===== config.mk =====
export PLATFORM = sky130hd
export DESIGN_NAME = sbs_core
export DESIGN_NICKNAME = d
export VERILOG_FILES = /design/src/inc/sbs_pkg.sv /design/src/rtl/sbs_core.sv
export SDC_FILE = /design/constraint.sdc
export NUM_CORES = 2
export LEC_CHECK = 0
export BUFFER_PORTS_ARGS = -buffer_cell sky130_fd_sc_hd__clkbuf_2
export CORE_MARGIN = 3
export CORE_UTILIZATION = 65
export DETAILED_ROUTE_END_ITERATION = 8
export PLACE_DENSITY_LB_ADDON = 0.15
export SETUP_SLACK_MARGIN = 0.15
export SKIP_LAST_GASP = 1
export SLEW_MARGIN = 20
export SYNTH_ARGS = -nofsm -noshare
export SYNTH_HDL_FRONTEND = slang
export SYNTH_SLANG_ARGS = --single-unit

===== constraint.sdc =====
create_clock -name hclk -period 25.5 [get_ports hclk]
set_clock_uncertainty 0.2 [all_clocks]
set_input_delay 5.1 -clock hclk [delete_from_list [all_inputs] [get_ports hclk]]
set_output_delay 5.1 -clock hclk [all_outputs]
set_load 0.01 [all_outputs]

===== src/inc/sbs_pkg.sv =====
package sbs_pkg;
   // ==========================================================
   // register map (byte addresses)
   localparam logic [7:0] A_CTRL = 8'h00;
   localparam logic [7:0] A_START = 8'h04;
   localparam logic [7:0] A_STOP = 8'h08;
   localparam logic [7:0] A_STIME = 8'h0c;
   localparam logic [7:0] A_MARK = 8'h10;
   localparam logic [7:0] A_COUNT = 8'h14;
   localparam logic [7:0] A_DLYLO = 8'h18;
   localparam logic [7:0] A_DLYHI = 8'h1c;
   localparam logic [7:0] A_TIMER = 8'h20;
   localparam logic [7:0] A_PHASE = 8'h24;
   localparam logic [7:0] A_LRATIO = 8'h28;
   localparam logic [7:0] A_CMD = 8'h2c;
   localparam logic [7:0] A_STAT = 8'h30;
   localparam logic [7:0] A_FREQ = 8'h34;
   // ==========================================================
   // control bit positions
   localparam int C_EN = 0;
   localparam int C_BURST = 1;
   localparam int C_LOG = 2;
   localparam int C_EXT = 3;
   localparam int C_GATED = 4;
   localparam int C_INF = 5;
   localparam int C_MARK = 6;
   localparam int C_TOUT = 7;
   localparam int C_NOISE = 8;
   localparam int C_FALL = 9;
   localparam int C_TIMER = 10;
   localparam int CTRL_W = 11;
   localparam logic [CTRL_W-1:0] CTRL_RST = 11'h000;
   // ==========================================================
   // timing
   localparam int CLK_PS = 8000;
   localparam int DLY_UNIT_PS = 100;
   localparam logic [39:0] DLY_INC = 40'(CLK_PS / DLY_UNIT_PS);
   localparam int TOUT_NS = 450;
   localparam int CLK_NS = 8;
   localparam int TOUT_CYC = (TOUT_NS + CLK_NS - 1) / CLK_NS;
   localparam int DWELL_LOG = 6;
   localparam int LOG_FRAC = 24;
   localparam int BURST_MAX = 1000000;
   typedef enum logic [1:0] {SBS_IDLE, SBS_DELAY, SBS_RUN} sbs_state_t;
endpackage


===== src/rtl/sbs_core.sv =====
`timescale 1ns/100ps
module sbs_core #(
   parameter int CW = 20
)(
   // clock and reset
   input wire logic hclk,
   input wire logic hresetn,
   // ahb-lite slave
   input wire logic hsel,
   input wire logic [31:0] haddr,
   input wire logic [1:0] htrans,
   input wire logic hwrite,
   input wire logic [2:0] hsize,
   input wire logic [31:0] hwdata,
   input wire logic hready,
   output logic hreadyout,
   output logic hresp,
   output logic [31:0] hrdata,
   // trigger connector and key
   input wire logic trig_in,
   output logic trig_out,
   output logic trig_oe,
   input wire logic key_in,
   // synthesizer side
   output logic sync_out,
   output logic wave_on,
   output logic [31:0] freq_out,
   output logic [31:0] phase_out
);
   // ==========================================================
   // register bus
   localparam int CTRL_W = sbs_pkg::CTRL_W;
   logic [CW-1:0] cnt_max;
   logic [CTRL_W-1:0] ctrl;
   logic [31:0] f_start, f_stop, stime, marker, tperiod, sphase, lratio;
   logic [39:0] dly;
   logic mark_err, remote, wr_pend;
   logic [7:0] wr_addr;
   logic [31:0] rd_val;
   sbs_pkg::sbs_state_t state, next_state;
   logic [31:0] f, rel, step_idx, dw_cnt;
   logic [4:0] sk;
   logic [39:0] dly_acc;
   logic [CW-1:0] bc;
   logic [7:0] tcnt;
   logic [31:0] tmr;
   logic sync_r;

   wire acc = hsel && hready && htrans[1];
   wire [31:0] f_lo = (f_start < f_stop) ? f_start : f_stop;
   wire [31:0] f_hi = (f_start < f_stop) ? f_stop : f_start;
   wire mark_ok = (hwdata >= f_lo) && (hwdata <= f_hi);
   // zero wait state, never an error
   assign hreadyout = 1'b1;
   assign hresp = 1'b0;

   // address phase is latched; the write lands in the data phase
   always_ff @(posedge hclk or negedge hresetn)
      if (!hresetn)
      begin
         wr_pend <= 1'b0;
         wr_addr <= 8'h00;
      end
      else
      begin
         wr_pend <= acc && hwrite;
         if (acc)
            wr_addr <= haddr[7:0];
      end

   // read data is captured at the address phase so it stands in the data phase
   always_comb
   begin
      rd_val = 32'h0000_0000;
      unique case (haddr[7:0])
         sbs_pkg::A_CTRL: rd_val = {21'h0, ctrl};
         sbs_pkg::A_START: rd_val = f_start;
         sbs_pkg::A_STOP: rd_val = f_stop;
         sbs_pkg::A_STIME: rd_val = stime;
         sbs_pkg::A_MARK: rd_val = marker;
         sbs_pkg::A_COUNT: rd_val = 32'(cnt_max);
         sbs_pkg::A_DLYLO: rd_val = dly[31:0];
         sbs_pkg::A_DLYHI: rd_val = {24'h0, dly[39:32]};
         sbs_pkg::A_TIMER: rd_val = tperiod;
         sbs_pkg::A_PHASE: rd_val = sphase;
         sbs_pkg::A_LRATIO: rd_val = lratio;
         sbs_pkg::A_STAT: rd_val = {27'h0, mark_err, sync_r, state == sbs_pkg::SBS_DELAY, state == sbs_pkg::SBS_RUN, 1'b0};
         sbs_pkg::A_FREQ: rd_val = f;
         default: rd_val = 32'h0000_0000;
      endcase
   end

   always_ff @(posedge hclk or negedge hresetn)
      if (!hresetn)
         hrdata <= 32'h0000_0000;
      else if (acc && !hwrite)
         hrdata <= rd_val;

   // software registers; the marker takes only values inside the sweep span
   always_ff @(posedge hclk or negedge hresetn)
      if (!hresetn)
      begin
         ctrl <= sbs_pkg::CTRL_RST;
         f_start <= 32'h0000_0000;
         f_stop <= 32'h0000_0000;
         stime <= 32'h0000_0000;
         marker <= 32'h0000_0000;
         cnt_max <= CW'(1);
         dly <= 40'h00_0000_0000;
         tperiod <= 32'h0000_0000;
         sphase <= 32'h0000_0000;
         lratio <= 32'h0000_0000;
         mark_err <= 1'b0;
         remote <= 1'b0;
      end
      else
      begin
         remote <= wr_pend && wr_addr == sbs_pkg::A_CMD && hwdata[0];
         if (wr_pend)
            unique case (wr_addr)
               sbs_pkg::A_CTRL: ctrl <= hwdata[CTRL_W-1:0];
               sbs_pkg::A_START: f_start <= hwdata;
               sbs_pkg::A_STOP: f_stop <= hwdata;
               sbs_pkg::A_STIME: stime <= hwdata;
               sbs_pkg::A_MARK:
               begin
                  if (mark_ok)
                     marker <= hwdata;
                  mark_err <= !mark_ok;
               end
               sbs_pkg::A_COUNT:
                  if (hwdata == 32'h0)
                     cnt_max <= CW'(1);
                  else if (hwdata > 32'(sbs_pkg::BURST_MAX))
                     cnt_max <= CW'(sbs_pkg::BURST_MAX);
                  else
                     cnt_max <= hwdata[CW-1:0];
               sbs_pkg::A_DLYLO: dly[31:0] <= hwdata;
               sbs_pkg::A_DLYHI: dly[39:32] <= hwdata[7:0];
               sbs_pkg::A_TIMER: tperiod <= hwdata;
               sbs_pkg::A_PHASE: sphase <= hwdata;
               sbs_pkg::A_LRATIO: lratio <= hwdata;
               default: ;
            endcase
      end

   wire en = ctrl[sbs_pkg::C_EN];
   wire burst = ctrl[sbs_pkg::C_BURST];
   wire ext = ctrl[sbs_pkg::C_EXT];
   wire gated = burst && ctrl[sbs_pkg::C_GATED];
   wire inf = ctrl[sbs_pkg::C_INF];

   // ==========================================================
   // trigger sources
   logic [1:0] ti_s, key_s;
   logic lvl_d, key_d;
   // pins pass two flops before anything looks at them
   always_ff @(posedge hclk or negedge hresetn)
      if (!hresetn)
      begin
         ti_s <= 2'b00;
         key_s <= 2'b00;
         lvl_d <= 1'b0;
         key_d <= 1'b0;
      end
      else
      begin
         ti_s <= {ti_s[0], trig_in};
         key_s <= {key_s[0], key_in};
         lvl_d <= ti_s[1] ^ ctrl[sbs_pkg::C_FALL];
         key_d <= key_s[1];
      end

   wire gate = (ti_s[1] ^ ctrl[sbs_pkg::C_FALL]) && !trig_oe;
   wire ext_edge = gate && !lvl_d;
   wire key_edge = key_s[1] && !key_d;
   wire tmr_hit = burst && ctrl[sbs_pkg::C_TIMER] && en && (tmr + 32'h1 >= tperiod);
   // pin edges count only when the connector is an input
   wire trig_any = (ext && ext_edge) || key_edge || remote || tmr_hit;

   // internal burst timer free-runs while selected
   always_ff @(posedge hclk or negedge hresetn)
      if (!hresetn)
         tmr <= 32'h0000_0000;
      else if (tmr_hit || !(burst && ctrl[sbs_pkg::C_TIMER] && en))
         tmr <= 32'h0000_0000;
      else
         tmr <= tmr + 32'h1;

   // ==========================================================
   // sweep step geometry: dwell stays near 2^DWELL_LOG, longer time means more steps
   logic [4:0] msb, k;
   always_comb
   begin
      msb = 5'h00;
      for (int i = 0; i < 32; i++)
         if (stime[i])
            msb = i[4:0];
      k = (msb > 5'(sbs_pkg::DWELL_LOG)) ? msb - 5'(sbs_pkg::DWELL_LOG) : 5'h00;
   end

   wire up = f_stop >= f_start;
   wire [31:0] dwell = stime >> sk;
   wire [31:0] n_steps = 32'h1 << sk;
   wire signed [32:0] diff = $signed({1'b0, f_stop}) - $signed({1'b0, f_start});
   wire signed [32:0] inc = diff >>> sk;
   wire [63:0] prod = f * lratio;
   wire [31:0] lstep = prod[sbs_pkg::LOG_FRAC+31:sbs_pkg::LOG_FRAC];
   wire run = state == sbs_pkg::SBS_RUN;
   wire step_adv = run && !burst && (dw_cnt + 32'h1 >= dwell);
   wire sweep_end = step_adv && (step_idx + 32'h1 >= n_steps);
   wire reached = up ? f >= marker : f <= marker;
   wire [32:0] rel_sum = {1'b0, rel} + {1'b0, f};
   wire wrap = run && rel_sum[32];
   wire burst_done = !inf && wrap && (bc + CW'(1) >= cnt_max);
   wire dly_done = dly_acc >= dly;

   // ==========================================================
   // sequencer
   logic go;
   always_comb
   begin
      next_state = state;
      go = 1'b0;
      unique case (state)
         sbs_pkg::SBS_IDLE:
            if (en)
            begin
               if (gated)
               begin
                  if (gate)
                  begin
                     next_state = sbs_pkg::SBS_RUN;
                     go = 1'b1;
                  end
               end
               else if (!burst && !ext)
               begin
                  next_state = sbs_pkg::SBS_RUN;
                  go = 1'b1;
               end
               else if (trig_any)
                  next_state = sbs_pkg::SBS_DELAY;
            end
         sbs_pkg::SBS_DELAY:
            if (!en)
               next_state = sbs_pkg::SBS_IDLE;
            else if (dly_done)
            begin
               next_state = sbs_pkg::SBS_RUN;
               go = 1'b1;
            end
         sbs_pkg::SBS_RUN:
            // triggers are not looked at here, so a busy sequence drops them
            if (!en)
               next_state = sbs_pkg::SBS_IDLE;
            else if (gated)
            begin
               if (!gate && (ctrl[sbs_pkg::C_NOISE] || wrap))
                  next_state = sbs_pkg::SBS_IDLE;
            end
            else if (burst)
            begin
               if (burst_done)
                  next_state = sbs_pkg::SBS_IDLE;
            end
            else if (sweep_end)
            begin
               if (ext)
                  next_state = sbs_pkg::SBS_IDLE;
               else
                  go = 1'b1;
            end
         // the fourth code of the state word is never entered; fall back to idle
         default: next_state = sbs_pkg::SBS_IDLE;
      endcase
   end

   always_ff @(posedge hclk or negedge hresetn)
      if (!hresetn)
         state <= sbs_pkg::SBS_IDLE;
      else
         state <= next_state;

   // delay counted in 100 ps units, 80 of them per clock
   always_ff @(posedge hclk or negedge hresetn)
      if (!hresetn)
         dly_acc <= 40'h00_0000_0000;
      else if (state == sbs_pkg::SBS_DELAY)
         dly_acc <= dly_acc + sbs_pkg::DLY_INC;
      else
         dly_acc <= 40'h00_0000_0000;

   // ==========================================================
   // frequency and sweep position
   always_ff @(posedge hclk or negedge hresetn)
      if (!hresetn)
      begin
         f <= 32'h0000_0000;
         sk <= 5'h00;
         step_idx <= 32'h0000_0000;
         dw_cnt <= 32'h0000_0000;
      end
      else if (go || !run)
      begin
         f <= f_start;
         sk <= k;
         step_idx <= 32'h0000_0000;
         dw_cnt <= 32'h0000_0000;
      end
      else if (step_adv)
      begin
         dw_cnt <= 32'h0000_0000;
         step_idx <= step_idx + 32'h1;
         if (!ctrl[sbs_pkg::C_LOG])
            f <= f + inc[31:0];
         else
            f <= up ? f + lstep : f - lstep;
      end
      else if (!burst)
         dw_cnt <= dw_cnt + 32'h1;

   // sync marks sweep start, then falls at midpoint or marker
   always_ff @(posedge hclk or negedge hresetn)
      if (!hresetn)
         sync_r <= 1'b0;
      else if (go && !burst)
         sync_r <= 1'b1;
      else if (!run || burst)
         sync_r <= 1'b0;
      else if (ctrl[sbs_pkg::C_MARK] && reached)
         sync_r <= 1'b0;
      else if (!ctrl[sbs_pkg::C_MARK] && step_adv && step_idx + 32'h1 >= (n_steps >> 1))
         sync_r <= 1'b0;

   // ==========================================================
   // waveform phase; idle holds the start phase point
   always_ff @(posedge hclk or negedge hresetn)
      if (!hresetn)
      begin
         rel <= 32'h0000_0000;
         bc <= '0;
      end
      else if (go || !run)
      begin
         rel <= 32'h0000_0000;
         bc <= '0;
      end
      else
      begin
         rel <= rel_sum[31:0];
         if (wrap)
            bc <= bc + CW'(1);
      end

   always_ff @(posedge hclk or negedge hresetn)
      if (!hresetn)
      begin
         phase_out <= 32'h0000_0000;
         freq_out <= 32'h0000_0000;
         wave_on <= 1'b0;
         sync_out <= 1'b0;
      end
      else
      begin
         phase_out <= rel + sphase;
         freq_out <= f;
         wave_on <= run;
         sync_out <= sync_r;
      end

   // trigger out: stretched pulse on each run start (go), gated runs excluded
   always_ff @(posedge hclk or negedge hresetn)
      if (!hresetn)
         tcnt <= 8'h00;
      else if (go && !gated)
         tcnt <= 8'(sbs_pkg::TOUT_CYC);
      else if (tcnt != 8'h00)
         tcnt <= tcnt - 8'h01;

   assign trig_oe = ctrl[sbs_pkg::C_TOUT];
   assign trig_out = trig_oe && tcnt != 8'h00;
endmodule


==> metrics <==
layout cell share with drive strength beyond 1 0.0893; CTS max path bufs 3; area delta synth->final 5.90%; GRT Total Usage 0.403; Via Count about 63000; Top Registers dly: 40 flops, dly_acc: 36 flops; hold endpoint ti_s[1]$_DFF_PN0_; Iter 0 DRT Violations between 5000 and 6000; R2R depth 43; Pre-Repair DR Iteration Count 7; critical path endpoint category flip-flop; largest net degree at the start of global routing between 150 and 200; Die Span Y about 350 µm; synth unique cells 94; Resize count post-CTS 0; post-CTS setup buffer count 0; initial antenna violation count 16; syn_nets approximately 10000; DRC viols 0; status complete, no violations; drt total wl ~240000 µm; # rows between 100 and 150; Worst Path Required about 26 ns; Die ar. 122000 µm²; Slew HR 0.212; sequential area share after synthesis 0.209; area of the mapped netlist approximately 77000 µm²; min cycle time layout between 10 and 15 ns; Crit Path Max Fanout 33; Antenna Nets Post-Route 0; Final nets roughly 10000; Top Ports between 150 and 200; vias in the first global route between 60000 and 70000; R2R Setup Slk roughly 12 ns; Post-synth EDFFs 0; core area 117000 µm²; RSZ-0062 raised after global routing false; Slew Limit Fails 0; wire per inst 24.3 µm; Min-Delay Startpoint ti_s[0]$_DFF_PN0_; Clock transition at path regs ~0.08 ns; Final Hold Fails 0; Syn Inst Count roughly 8400; Routability Congestion roughly 1.0; Total Neg Setup Slack 0 ns; commonest non-fill, non-tap cell in the layout inv_1; Via density between 6 and 7; worst-path cell with the longest stage delay dfrtp_1; port bufs 147; Final Setup Violations 0; Root Driver clkbuf_16; CTS Buf Count 72; Largest register FFs 40; H-tree depth 3; Sink Count roughly 640; WS Path Type reg -> reg; Buf+Inv Stages, Crit Path 5; most frequent cells in the layout inv_1 (1121), fa_1 (873), nand2_1 (869); Clock Latency Late Sink approximately 0.64 ns; Worst Setup Start Kind flip-flop; CTS tree done; CP peak stage delay roughly 0.86 ns; register bit total from synthesis approximately 640; hold buffer count at cts 0; # Max-Cap Violations 0; Critical Path AT 13.37 ns; f_max 0.0765 GHz; worst reg2reg startpoint f[6]$_DFFE_PN0P_; CP dominant cell by count fa_1; synthesized area per cell 9.10 µm²; die width around 350 µm; ys async rst share 1.00; Slew @ Worst Pin 1.17 ns; hold depth 0; Syn. warnings 0; hold crit path type reg -> reg; final HPWL from detailed placement about 180000 µm; Initial Utilization 0.658; Tcrit/Tclk final 0.512; predominant post-synthesis flop cell dfrtp_1; Worst R2R End f[31]$_DFFE_PN0P_; grt total ovfl 0; first-pass GRT wire length around 380000 µm; Largest Register dly; CP top delay family adder cells
synth_stat cells (62+ instances only):
| library cell | instances | area, µm² |
|---|---|---|
| inv_1 | 1121 | 4210 |
| fa_1 | 873 | 17500 |
| nand2_1 | 870 | 3270 |
| dfrtp_1 | 641 | 16000 |
| ha_1 | 628 | 7860 |
| and2_1 | 569 | 3560 |
| nor2_1 | 467 | 1750 |
| clkbuf_1 | 404 | 1520 |
| a21oi_1 | 351 | 1760 |
| o21ai_0 | 313 | 1570 |
| mux2_2 | 252 | 2840 |
| xnor2_1 | 188 | 1650 |
| xor2_1 | 173 | 1520 |
| a21o_1 | 172 | 1290 |
| nand3_1 | 132 | 661 |
| mux2i_1 | 106 | 1060 |
| nand4_1 | 86 | 538 |
| nor2b_1 | 85 | 532 |
| nand2b_1 | 79 | 494 |
| a22oi_1 | 77 | 578 |
| and3_1 | 76 | 475 |
| a211oi_1 | 65 | 488 |
| nor3_1 | 62 | 310 |
per-layer routing:
| layer | global-route usage | part of all wire | up-vias | wire length, µm |
|---|---|---|---|---|
| met5 | 0.00549 | 0.00050 | - | 121 |
| met3 | 0.0752 | 0.090 | 752 | 21800 |
| met1 | 0.513 | 0.38 | 31200 | 91900 |
| met4 | 0.241 | 0.072 | 8 | 17500 |
| li1 | - | - | 27600 | - |
| met2 | 0.646 | 0.46 | 3130 | 110000 |
kinds of logic after synthesis:
kind of cell | after synthesis | share of synthesized area
AND/OR/NAND/NOR | 2553 | 0.163
multiplexers | 383 | 0.0581
XOR/XNOR | 362 | 0.0414
other | 2 | 0.0000978
flip-flops | 642 | 0.209
buffers and inverters | 1574 | 0.0772
adder cells (fa/ha/maj) | 1501 | 0.330
AO/OA/AOI/OAI | 1415 | 0.121
final cells by class:
class / count / area (µm²)
flip-flops and latches: 642 / 16100
well taps: 1524 / 1910
multi-input cells: 6216 / 54900
fillers: 9189 / 35400
clock inverters: 23 / 298
repair buffers: 274 / 1730
clock buffers: 106 / 2160
diodes: 7 / 17.5
inverters: 1127 / 4230
metrics by stage:
step                instance area (µm²)  hold slack [ns]  std cells   util  setup WS, ns
floorplan                         76800            0.131       8432      -         14.80
global placement                  78800            0.131       9782  0.675         12.69
detailed placement                78800            0.135       9782  0.675         12.63
CTS                               81300            0.148       9911  0.696         12.53
global route                      81300            0.155       9912  0.697         11.82
finish                            81300            0.146       9919  0.697         12.43
how the worst max path moves through the flow:
stage | startpoint | to | slack [ns] | cells past startpoint
6_report | f[6]$_DFFE_PN0P_ | f[31]$_DFFE_PN0P_ | 12.43 | 43
5_1_grt | f[10]$_DFFE_PN0P_ | f[31]$_DFFE_PN0P_ | 11.82 | 43
4_1_cts | f[6]$_DFFE_PN0P_ | f[31]$_DFFE_PN0P_ | 12.53 | 43
3_5_place_dp | f[6]$_DFFE_PN0P_ | f[31]$_DFFE_PN0P_ | 12.63 | 43
3_3_place_gp | f[10]$_DFFE_PN0P_ | f[31]$_DFFE_PN0P_ | 12.69 | 43
2_1_floorplan | f[19]$_DFFE_PN0P_ | f[31]$_DFFE_PN0P_ | 14.80 | 43
Power is not shown: default switching activity piles up to over one toggle a cycle in this logic, so the estimate is an artifact.
